**src/design/lwx_defs.svh**
```systemverilog
`ifndef LWX_DEFS_SVH
`define LWX_DEFS_SVH

// ==========================================================
// word layout
`define LWX_WORD_W      26
`define LWX_INFO_W      24
`define LWX_START_POS   25
`define LWX_CTRL_POS    24
`define LWX_CNT_W       5
`define LWX_LAST_BIT    5'd25

// ==========================================================
// timing
`define LWX_CLK_HZ      250000000
`define LWX_BIT_RATE    1400
`define LWX_STEPS       3
`define LWX_TICK_W      16
`define LWX_STEP_MID    2'd1
`define LWX_STEP_LAST   2'd2

// ==========================================================
// register map
`define LWX_ADDR_W      12
`define LWX_ADDR_CTRL   12'h000
`define LWX_ADDR_LOAD   12'h004
`define LWX_ADDR_SCAN0  12'h008
`define LWX_ADDR_SCAN1  12'h00c
`define LWX_ADDR_STAT   12'h010
`define LWX_CTRL_START  0
`define LWX_CTRL_KCLR   1
`define LWX_ST_KEY      0
`define LWX_ST_BUSY     1
`define LWX_ST_REFUSED  2
`define LWX_ROW_W       16
`define LWX_CONS_W      4
`define LWX_HI_W        10
`define LWX_ZERO32      32'h0000_0000

`endif

```
**src/design/lwx_pkg.sv**
```systemverilog
package lwx_pkg;
    // ======================================================
    // types
    typedef logic [25:0] lwx_word_t;
    typedef enum logic [1:0] {
        LWX_IDLE,
        LWX_PEND,
        LWX_ACTIVE
    } lwx_state_t;
endpackage : lwx_pkg

```
**src/design/lwx_shift_reg.sv**
```systemverilog
`timescale 1ns/1ns
`default_nettype none
`include "lwx_defs.svh"

module lwx_shift_reg (
    input  wire logic            pclk,
    input  wire logic            presetn,
    input  wire logic            load,
    input  wire lwx_pkg::lwx_word_t load_word,
    input  wire logic            shift,
    input  wire logic            sin,
    output lwx_pkg::lwx_word_t   q
);
    import lwx_pkg::*;

    // ======================================================
    // shared word store, parallel load or shift toward msb
    always_ff @(posedge pclk or negedge presetn) begin
        if (!presetn) begin
            q <= '0;
        end else if (load) begin
            q <= load_word;
        end else if (shift) begin
            q <= {q[`LWX_WORD_W-2:0], sin};
        end
    end
endmodule : lwx_shift_reg

`default_nettype wire

```
**src/design/lwx_link.sv**
```systemverilog
// Functional notes
// RQ1 - word is 26 bits: start, control, 24 info
// RQ2 - receiver starts taking bits at leading one
// RQ3 - one 26-bit register serialises and deserialises
// RQ4 - register holds 24 bus data bits for sending
// RQ5 - register keeps received key data for reading
// RQ6 - far register holds key data, takes lamp data
// RQ7 - office times loop; either end may request
// RQ8 - idle line sends continuous spaces
// RQ9 - transfer shifts register out, mark first
// RQ10 - on start mark receiver shifts with stream
// RQ11 - transfer swaps both registers at once
// RQ12 - empty end sends all-zero word
// RQ13 - 1400 bits per second each direction
// RQ14 - register read as two 16-point rows
// RQ15 - 26 word points, 4 console, 2 spare
// RQ16 - processor reads rows when key flag set
// RQ17 - key flag set when key word received
// RQ18 - processor defers lamp load while key held
// RQ19 - lamp load only under distributor enable
// RQ20 - two one-way links form closed loop
// RQ21 - far end decodes lamp words into lamps
// RQ22 - bit counter marks end of transfer
// RQ23 - processor checks busy and waiting before load
// RQ24 - space one low half cycle, mark three high
// RQ25 - control follows start, info msb first
`timescale 1ns/1ns
`default_nettype none
`include "lwx_defs.svh"

module lwx_link #(
    parameter int TICK_CYCLES = `LWX_CLK_HZ / (`LWX_BIT_RATE * `LWX_STEPS)
) (
    input  wire logic                      pclk,
    input  wire logic                      presetn,
    input  wire logic                      psel,
    input  wire logic                      penable,
    input  wire logic                      pwrite,
    input  wire logic [`LWX_ADDR_W-1:0]    paddr,
    input  wire logic [31:0]               pwdata,
    output logic [31:0]                    prdata,
    output logic                           pready,
    output logic                           pslverr,
    input  wire logic                      pulse_distributor_enable,
    input  wire logic                      remote_request,
    input  wire logic                      rx_line,
    input  wire logic [`LWX_CONS_W-1:0]    console_state,
    output logic                           tx_line,
    output logic                           tx_tone,
    output logic                           key_present_flag,
    output logic                           busy
);
    import lwx_pkg::*;

    localparam logic [`LWX_TICK_W-1:0] TICK_LAST =
        `LWX_TICK_W'(TICK_CYCLES - 1);

    // ======================================================
    // declarations
    lwx_state_t               state_q;
    logic [`LWX_TICK_W-1:0]   tick_cnt_q;
    logic [1:0]               step_q;
    logic                     tick;
    logic                     bit_edge;
    logic                     mid_bit;
    logic [`LWX_CNT_W-1:0]    bit_cnt_q;
    logic                     rx_started_q;
    logic                     rx_bit_q;
    logic                     load_refused_q;
    logic                     shift_en;
    logic                     load_en;
    logic                     rx_in;
    lwx_word_t                load_word;
    lwx_word_t                word;
    logic                     start_ok;
    logic                     done;
    logic                     apb_access;
    logic                     apb_fire;
    logic                     wr_fire;
    logic                     wr_ctrl;
    logic                     wr_load;
    logic                     wr_stat;
    logic                     cpu_start;
    logic                     key_clr;
    logic                     pde_m_q, pde_s_q;
    logic                     req_m_q, req_s_q;
    logic                     rx_m_q, rx_s_q;
    logic [`LWX_CONS_W-1:0]   cons_m_q, cons_s_q;

    // ======================================================
    // address decode helpers
    function automatic logic addr_ok(input logic [`LWX_ADDR_W-1:0] a);
        case (a)
            `LWX_ADDR_CTRL,
            `LWX_ADDR_LOAD,
            `LWX_ADDR_SCAN0,
            `LWX_ADDR_SCAN1,
            `LWX_ADDR_STAT: addr_ok = 1'b1;
            default:        addr_ok = 1'b0;
        endcase
    endfunction : addr_ok

    function automatic logic hit(input logic [`LWX_ADDR_W-1:0] a,
                                 input logic [`LWX_ADDR_W-1:0] b);
        hit = (a == b);
    endfunction : hit

    // ======================================================
    // two-stage synchronisers for pins
    always_ff @(posedge pclk or negedge presetn) begin
        if (!presetn) begin
            pde_m_q  <= 1'b0;
            pde_s_q  <= 1'b0;
            req_m_q  <= 1'b0;
            req_s_q  <= 1'b0;
            rx_m_q   <= 1'b0;
            rx_s_q   <= 1'b0;
            cons_m_q <= '0;
            cons_s_q <= '0;
        end else begin
            pde_m_q  <= pulse_distributor_enable;
            pde_s_q  <= pde_m_q;
            req_m_q  <= remote_request;
            req_s_q  <= req_m_q;
            rx_m_q   <= rx_line;
            rx_s_q   <= rx_m_q;
            cons_m_q <= console_state;
            cons_s_q <= cons_m_q;
        end
    end

    // ======================================================
    // apb slave: one wait state, answer from registers
    assign apb_access = psel & penable;
    assign apb_fire   = apb_access & pready;
    assign wr_fire    = apb_fire & pwrite;
    assign wr_ctrl    = wr_fire & hit(paddr, `LWX_ADDR_CTRL);
    assign wr_load    = wr_fire & hit(paddr, `LWX_ADDR_LOAD);
    assign wr_stat    = wr_fire & hit(paddr, `LWX_ADDR_STAT);
    assign cpu_start  = wr_ctrl & pwdata[`LWX_CTRL_START];
    assign key_clr    = wr_ctrl & pwdata[`LWX_CTRL_KCLR];

    // pready pulses one cycle into each access phase
    always_ff @(posedge pclk or negedge presetn) begin
        if (!presetn) begin
            pready <= 1'b0;
        end else begin
            pready <= apb_access & ~pready;
        end
    end

    // read data and error captured with pready
    always_ff @(posedge pclk or negedge presetn) begin
        if (!presetn) begin
            prdata  <= `LWX_ZERO32;
            pslverr <= 1'b0;
        end else if (apb_access & ~pready) begin
            pslverr <= ~addr_ok(paddr);
            prdata  <= `LWX_ZERO32;
            if (!pwrite) begin
                case (paddr)
                    // low row: word bits 15..0
                    `LWX_ADDR_SCAN0: begin
                        prdata[`LWX_ROW_W-1:0] <= word[`LWX_ROW_W-1:0]; // RQ14
                    end
                    // high row: word 25..16, console state, spares
                    `LWX_ADDR_SCAN1: begin
                        prdata[`LWX_HI_W-1:0] <=
                            word[`LWX_WORD_W-1:`LWX_ROW_W]; // RQ15
                        prdata[`LWX_HI_W+`LWX_CONS_W-1:`LWX_HI_W] <=
                            cons_s_q; // RQ15
                    end
                    `LWX_ADDR_STAT: begin
                        prdata[`LWX_ST_KEY]     <= key_present_flag;
                        prdata[`LWX_ST_BUSY]    <= busy;
                        prdata[`LWX_ST_REFUSED] <= load_refused_q;
                    end
                    default: begin
                        prdata <= `LWX_ZERO32;
                    end
                endcase
            end
        end
    end

    // ======================================================
    // lamp word load, gated by distributor enable and idle
    assign load_en = wr_load & pde_s_q & (state_q == LWX_IDLE); // RQ19
    // start mark, control bit, then info msb first
    assign load_word = {1'b1, pwdata[`LWX_INFO_W],
                        pwdata[`LWX_INFO_W-1:0]}; // RQ25 RQ4 RQ1

    // refused loads leave a sticky flag, set beats clear
    always_ff @(posedge pclk or negedge presetn) begin
        if (!presetn) begin
            load_refused_q <= 1'b0;
        end else if (wr_load & ~load_en) begin
            load_refused_q <= 1'b1; // RQ19
        end else if (wr_stat & pwdata[`LWX_ST_REFUSED]) begin
            load_refused_q <= 1'b0;
        end
    end

    // ======================================================
    // bit timing: three steps per bit, 1400 bit/s
    assign tick     = (tick_cnt_q == TICK_LAST);
    assign bit_edge = tick & (step_q == `LWX_STEP_LAST);
    assign mid_bit  = tick & (step_q == `LWX_STEP_MID);

    always_ff @(posedge pclk or negedge presetn) begin
        if (!presetn) begin
            tick_cnt_q <= '0;
        end else if (tick) begin
            tick_cnt_q <= '0; // RQ13
        end else begin
            tick_cnt_q <= tick_cnt_q + 1'b1;
        end
    end

    // step within a bit interval
    always_ff @(posedge pclk or negedge presetn) begin
        if (!presetn) begin
            step_q <= '0;
        end else if (bit_edge) begin
            step_q <= '0; // RQ13
        end else if (tick) begin
            step_q <= step_q + 1'b1;
        end
    end

    // ======================================================
    // transfer sequencing, office owns the loop timing
    assign start_ok = cpu_start | req_s_q;
    assign done     = bit_edge & (state_q == LWX_ACTIVE) &
                      (bit_cnt_q == `LWX_LAST_BIT);
    assign shift_en = bit_edge & (state_q == LWX_ACTIVE); // RQ11 RQ3

    always_ff @(posedge pclk or negedge presetn) begin
        if (!presetn) begin
            state_q <= LWX_IDLE;
        end else begin
            case (state_q)
                // request from processor or far console
                LWX_IDLE: begin
                    if (start_ok) begin
                        state_q <= LWX_PEND; // RQ7
                    end
                end
                // wait for the next bit boundary
                LWX_PEND: begin
                    if (bit_edge) begin
                        state_q <= LWX_ACTIVE; // RQ9
                    end
                end
                LWX_ACTIVE: begin
                    if (done) begin
                        state_q <= LWX_IDLE; // RQ22
                    end
                end
                default: begin
                    state_q <= LWX_IDLE;
                end
            endcase
        end
    end

    // bit counter ends the word after 26 slots
    always_ff @(posedge pclk or negedge presetn) begin
        if (!presetn) begin
            bit_cnt_q <= '0;
        end else if (state_q != LWX_ACTIVE) begin
            bit_cnt_q <= '0;
        end else if (bit_edge) begin
            bit_cnt_q <= bit_cnt_q + 1'b1; // RQ22
        end
    end

    // ======================================================
    // receive: sample mid bit, accept from the start mark
    always_ff @(posedge pclk or negedge presetn) begin
        if (!presetn) begin
            rx_bit_q <= 1'b0;
        end else if (mid_bit) begin
            rx_bit_q <= rx_s_q;
        end
    end

    // receiver leaves idle on the first mark of a transfer
    always_ff @(posedge pclk or negedge presetn) begin
        if (!presetn) begin
            rx_started_q <= 1'b0;
        end else if (state_q != LWX_ACTIVE) begin
            rx_started_q <= 1'b0;
        end else if (mid_bit & rx_s_q) begin
            rx_started_q <= 1'b1; // RQ2 RQ10
        end
    end

    // spaces before the start mark are shifted in as zeros
    assign rx_in = rx_bit_q & (rx_started_q | rx_s_q); // RQ2 RQ10 RQ12

    lwx_shift_reg u_word (
        .pclk      (pclk),
        .presetn   (presetn),
        .load      (load_en),
        .load_word (load_word),
        .shift     (shift_en),
        .sin       (rx_in),
        .q         (word)
    );

    // ======================================================
    // key present flag, set wins over clear
    always_ff @(posedge pclk or negedge presetn) begin
        if (!presetn) begin
            key_present_flag <= 1'b0;
        end else if (done & rx_started_q) begin
            key_present_flag <= 1'b1; // RQ17 RQ5
        end else if (key_clr) begin
            key_present_flag <= 1'b0;
        end
    end

    // busy from request until the last bit has gone
    always_ff @(posedge pclk or negedge presetn) begin
        if (!presetn) begin
            busy <= 1'b0;
        end else begin
            busy <= (state_q != LWX_IDLE) | start_ok;
        end
    end

    // ======================================================
    // transmit data level: mark first, spaces when idle
    always_ff @(posedge pclk or negedge presetn) begin
        if (!presetn) begin
            tx_line <= 1'b0;
        end else if (done) begin
            tx_line <= 1'b0; // RQ8
        end else if ((state_q == LWX_PEND) & bit_edge) begin
            tx_line <= 1'b1; // RQ9
        end else if (shift_en) begin
            tx_line <= word[`LWX_CTRL_POS]; // RQ9 RQ25
        end
    end

    // tone: space one half cycle, mark three per bit
    always_ff @(posedge pclk or negedge presetn) begin
        if (!presetn) begin
            tx_tone <= 1'b0;
        end else if (bit_edge | (tick & tx_line)) begin
            tx_tone <= ~tx_tone; // RQ24 RQ20
        end
    end
endmodule : lwx_link

`default_nettype wire

```
**config.mk**
```make
export PLATFORM = sky130hd
export DESIGN_NAME = lwx_link
export DESIGN_NICKNAME = d
export VERILOG_FILES = /design/src/design/lwx_pkg.sv /design/src/design/lwx_shift_reg.sv /design/src/design/lwx_link.sv
export VERILOG_INCLUDE_DIRS = /design/src /design/src/design
export SDC_FILE = /design/constraint.sdc
export NUM_CORES = 1
export LEC_CHECK = 0
export BUFFER_PORTS_ARGS = -buffer_cell sky130_fd_sc_hd__clkbuf_2
export CORE_ASPECT_RATIO = 1.4
export CORE_MARGIN = 4
export CORE_UTILIZATION = 30
export DETAILED_ROUTE_END_ITERATION = 10
export HOLD_SLACK_MARGIN = 0.12
export PLACE_DENSITY = 0.48
export SYNTH_ARGS = -nofsm -noshare
export SYNTH_HDL_FRONTEND = slang
export SYNTH_SLANG_ARGS = --single-unit
```
**constraint.sdc**
```tcl
create_clock -name pclk -period 2.1 [get_ports pclk]
set_input_delay 0.315 -clock pclk [delete_from_list [all_inputs] [get_ports pclk]]
set_output_delay 0.315 -clock pclk [all_outputs]
set_load 0.02 [all_outputs]
```
# Word level (Yosys, flattened, before mapping)
# Cells that the tools add are included.
[classes] magnitude_cmp=0 n_addsub=3 n_mux=26 shift=0 bitwise_logic=30 n_reduce_logical=12 n_eq_ne=14 mul=0 div=0
[op_table] operator="2-to-1 mux 26 bit" n=2
[op_table] operator="2-to-1 mux 16 bit" n=2
[op_table] operator="equality test 12 x 4 -> 1 bit, second input constant" n=2
[op_table] operator="AND 1 bit" n=22
[op_table] operator="one-hot mux 11 bit (2 select lines)" n=1
[op_table] operator="adder 16 x 1 -> 16 bit, second input constant" n=1
[op_table] operator="equality test 16 bit, second input constant" n=1
[op_table] operator="nonzero test 2 bit" n=7
[op_table] operator="equality test 12 x 3 -> 1 bit, second input constant" n=1
[op_table] operator="equality test 12 x 5 -> 1 bit, second input constant" n=1
[op_table] operator="zero test 12 bit" n=1
[op_table] operator="2-to-1 mux 2 bit" n=6
[op_table] operator="2-to-1 mux 1 bit" n=11
[op_table] operator="2-to-1 mux 5 bit" n=2
[op_table] operator="one-hot mux 3 bit (3 select lines)" n=1
[op_table] operator="inequality test 2 bit, second input constant" n=4
[op_table] operator="one-hot mux 2 bit (3 select lines)" n=1
[op_table] operator="adder 5 x 1 -> 5 bit, second input constant" n=1
[op_table] operator="equality test 5 bit, second input constant" n=1
[op_table] operator="OR reduction 5 bit" n=1
[op_table] operator="equality test 2 x 1 -> 1 bit, second input constant" n=2
[op_table] operator="equality test 2 bit, second input constant" n=2
[op_table] operator="NOT 1 bit" n=4
[op_table] operator="bitwise OR 1 bit" n=4
[op_table] operator="other kinds (4)" n=4
[word_totals] latch_bits=0 romBits=0 output_inout_bits=38 memories=0 elab_cells=108 in_bits=56 regBits=106 ramBits=0

# Longest topological paths before layout
[logic_depth] depth_word=9 depth_mapped=8 mapped_depth_nobuf=7

# Modules after synthesis
# Synthesis repeated with hierarchy kept, for this count alone.
[unflattened] cells_unflattened=397 hier_area_um2=4170.2
[modules_own_cells] module="lwx_link" area_each_um2=2955.3 cells_each=284 n_inst=1
[modules_own_cells] module="lwx_shift_reg" area_each_um2=1214.9 cells_each=113 n_inst=1

# Worst setup path before layout
# OpenSTA, ideal clock, no wires.
[synth_path] path_kind="reg2reg" startpoint="reg tick_cnt_q[4]" endpoint="reg u_word.q[10]" arrival_time_ps=1874 setup_slack_ps=101 n_path_buf=1 setup_ps=125 required_ps=1975 stages_incl_launch_ff=7 path_cell_list="dfrtp_1 > nor4b_4 > nand3_2 > nor3_4 > buf_6 > mux2_2 > mux2_2"
[synth_via] elab_chain_len=4
[synth_lines] item="start, declared" line_no="lwx_link.sv:61" source="logic [`LWX_TICK_W-1:0] tick_cnt_q;"
[synth_lines] item="start signal, assigned" line_no="lwx_link.sv:216" source="tick_cnt_q <= tick_cnt_q + 1'b1;"
[synth_lines] item="equality test 16 bit" line_no="lwx_link.sv:206" source="assign tick = (tick_cnt_q == TICK_LAST);"
[synth_lines] item="AND 1 bit" line_no="lwx_link.sv:207" source="assign bit_edge = tick & (step_q == `LWX_STEP_LAST);"
[synth_lines] item="AND 1 bit" line_no="lwx_link.sv:236" source="assign shift_en = bit_edge & (state_q == LWX_ACTIVE);"
[synth_lines] item="nonzero test 2 bit (no line)"
[synth_lines] item="end signal, assigned" line_no="lwx_shift_reg.sv:22" source="q <= load_word;"
[synth_lines] item="end signal, assigned" line_no="lwx_shift_reg.sv:24" source="q <= {q[`LWX_WORD_W-2:0], sin};"
[synth_lines] item="end, declared" line_no="lwx_shift_reg.sv:12" source="output lwx_pkg::lwx_word_t q"
# No other way between the ends.
# A chain may end at the register's enable or synchronous reset.

# Worst setup path in the final report
[layout_path] startpoint="reg tick_cnt_q[4]" endpoint="reg u_word.q[11]"
# Same word-level chain as after synthesis.

==> parameters.txt <==
Parameter                              Value

Run status
  Outcome ... complete, no violations

STA
  Final critical-path required period ... around 2100 ps
  Number of hold violations in the final report ... 0
  Final worst clock skew ... between 9 and 10 ps
  Worst slew margin ... around three fifths
  Worst-Margin Slew ... 572 ps
  RSZ-0062 raised after global routing ... true
  Setup TNS Final ... 0 ps
  Ratio of final minimum period to clock period ... 99.2%
  Max-slew violations ... 0
  Number of setup violations in the final report ... 0
  Highest attainable clock frequency ... between 0.4 and 0.5 GHz

Synth
  Most area-consuming cells after synthesis ... sky130_fd_sc_hd__dfrtp_1 (52%), sky130_fd_sc_hd__mux2_2 (13%), sky130_fd_sc_hd__mux2i_1 (3.7%)
  Post-synth EDFFs ... 0
  Post-synthesis cell count ... approximately 370
  Proportion of synthesized flip-flops having asynchronous set or reset ... between 90% and 100%
  Prevailing post-synth register cell ... sky130_fd_sc_hd__dfrtp_1
  Number of library cell types mapped by synthesis ... 48
  Post-synthesis area per instance ... about 12 um^2
  List of most frequent post-synthesis cells ... sky130_fd_sc_hd__dfrtp_1 (90), sky130_fd_sc_hd__mux2_2 (48), sky130_fd_sc_hd__nor2_1 (34)
  Yosys reg bits ... 90
  Yosys warning count ... 0
  Portion of synthesized cell area occupied by the leading cell type ... ~52%
  Top cell type by total area after synthesis ... sky130_fd_sc_hd__dfrtp_1
  Seq/Total Area, Yosys ... a little over half
  Most repeated cell in the gate-level netlist after synthesis ... sky130_fd_sc_hd__dfrtp_1
  Mapped cell area ... about 4300 um^2

Clocking
  Clock Path Buffers ... 2
  Number of buffers created by CTS ... 9
  Skew-Pair Late Insertion Delay ... around 330 ps
  CTS H-Tree Depth ... 3
  Number of sinks driven by the clock tree ... 90
  Clk Tree Root Cell ... sky130_fd_sc_hd__clkbuf_16
  TritonCTS clock tree ... done
  Clock edge transition at the registers on the reported setup and hold paths ... roughly 70 ps

Setup path
  End of the worst register-to-register path ... u_word.q[11]
  Internal reg-to-reg setup slack ... approximately 17 ps
  Type of the worst setup path ... reg2reg
  Data arrival, critical path ... 2300 ps
  Data required time at the worst endpoint ... between 2000 and 2500 ps
  End of the critical path ... u_word.q[11]
  CP Launch Point ... tick_cnt_q[4]
  Crit start category ... flop
  Cell depth of the worst flop-to-flop path ... 6
  Reg-to-reg critical path startpoint ... tick_cnt_q[4]
  Sort of element at the end of the critical path ... flop
  Worst-path fanout max ... 11

Floorplanning
  Area of the core ... about 14000 um^2
  Starting utilization of the core area ... a little under a third
  Die Outline Area ... about 16000 um^2
  Cell row count ... 51
  Top-level port count ... 94
  Die outline height ... approximately 150 um
  Horizontal extent of the die ... around 110 um

Route
  Iteration-0 DRC count of the detailed router ... 86
  Routed wire per std cell ... 14.7 um
  Final routed wirelength across all metal layers ... around 9800 um
  DR vias/cell ... 4.50
  Vias after detailed routing ... ~3000
  Pre-antenna DRT Iters ... 4
  Final routed DRC violation total ... 0
  Number of routed nets with antenna violations ... 0

Cells and area
  Number of diodes added for antenna fixing ... 0
  Finished Core Util ... 38.8%
  Fraction of final layout cells with drive strength greater than 1 ... a little over a third
  Post-route non-filler standard cell count ... approximately 660
  Count of fill cells added during filler insertion ... 1397
  NumNets Final ... between 500 and 600
  Area overhead of the layout relative to synthesis ... 26.2%

Hold path
  Cells on Worst Hold Path ... 2
  Worst hold path type ... in2reg
  Hold path startpoint ... pwdata[6]

Run
  Number of max-capacitance violations reported ... 0

Global route
  Wire length of the first global-routing pass ... about 16000 um
  Antenna violations before repair ... 0
  Largest net degree at the start of global routing ... 41
  Global-route usage over all layers ... between 10% and 20%
  Leftover overflow at the end of global routing ... 0
  Vias in the first global route ... 3201

Pwr
  Leakage dissipation ... ~2.6 nW
  Worst voltage drop across the vdd grid ... 440 uV
  Pwr/cell area ... just under 700 nW/um^2

Placed design
  Post-DP HPWL ... 7090 um
  Final weighted congestion in routability-driven placement ... approximately 0.76
  Number of buffer cells added on primary ports ... 70
  Placed Instances ... approximately 640
[sequential cells by signal, indices dropped and copies added (netlist names), 2 cells and up]
signal	cells
state_q	2
tick_cnt_q	16
u_word.q	26
cons_s_q	4
prdata	16
bit_cnt_q	5
cons_m_q	4
step_q	2
[per-stage QoR]
| step | total power, mW | hold WS, ps | instance area (um^2) | worst slack [ps] |
|---|---|---|---|---|
| after floorplan | 1.86 | 19.4 | 4350 | 101 |
| after global placement | 1.95 | 334 | 4960 | 30.7 |
| after detailed placement | 1.96 | 335 | 4960 | 4.29 |
| after CTS | 3.72 | 196 | 5410 | 16.6 |
| after global routing | 3.81 | 202 | 5420 | -93.0 |
| final | 3.65 | 214 | 5420 | 16.9 |
[cells by family after synthesis]
family	after synthesis	share of synthesized area, %
simple gates	121	16.0
fa+ha+maj	4	1.17
mux	67	17.1
other cells	1	0.0874
flops	90	52.5
compound gates	34	4.34
buf+inv	33	5.13
xor+xnor	18	3.67
[report_power, final]
| group | total, mW | internal (mW) | switching (mW) |
|---|---|---|---|
| Combinational | 0.176 | 0.0639 | 0.112 |
| Clock | 1.72 | 1.04 | 0.683 |
| Sequential | 1.75 | 1.75 | 0.00519 |
| Total | 3.65 | 2.85 | 0.801 |
[layout by cell type (no fill, tap or decap), types with 11 or more instances in the layout]
master and n:
sky130_fd_sc_hd__buf_4 24, sky130_fd_sc_hd__clkbuf_2 69, sky130_fd_sc_hd__conb_1 16, sky130_fd_sc_hd__dfrtp_1 90, sky130_fd_sc_hd__mux2_2 39, sky130_fd_sc_hd__mux2_4 11
sky130_fd_sc_hd__mux2i_1 16, sky130_fd_sc_hd__nand2_1 31, sky130_fd_sc_hd__nor2_1 33, sky130_fd_sc_hd__o21ai_0 21, sky130_fd_sc_hd__xnor2_1 14
[what timing repair did]
item	in CTS	in global routing
setup endpoints to repair	11	22
setup buffers	2	1
pin swaps	1	3
resized for setup	2	15
endpoints found under the hold margin	44	0
hold buffers	8	0
gates cloned	1	0
[metal layers]
layer	vias to the layer above	global-route usage, %	wire length, um
met5	-	0	0
met4	0	4.30	172
met3	11	2.68	356
met2	52	23.1	5160
met1	1447	14.9	4060
li1	1471	-	-
[layout make-up]
cell class | instances | area, um^2 | area share, %
sequential | 90 | 2250 | 41.6
clock inverter | 7 | 91.3 | 1.69
tap | 185 | 231 | 4.27
clock buffer | 9 | 225 | 4.16
multi-input combinational | 260 | 1920 | 35.5
inverter | 7 | 26.3 | 0.485
timing repair buffer | 105 | 668 | 12.3
[worst max-delay path: stages, from the launching register on]
cell and delay (ps):
sky130_fd_sc_hd__dfrtp_1 410, sky130_fd_sc_hd__nor4b_4 330, sky130_fd_sc_hd__nand3_2 150, sky130_fd_sc_hd__nor3_4 260, sky130_fd_sc_hd__buf_6 210, sky130_fd_sc_hd__mux2_2 340, sky130_fd_sc_hd__mux2_2 260
[how the worst min path moves through the flow]
stage,to
final,u_word.q[6]
after global routing,u_word.q[7]
after CTS,u_word.q[20]
after detailed placement,cons_s_q[2]
after global placement,cons_s_q[0]
after floorplan,bit_cnt_q[0]
Power figures use the tool's default switching activity.
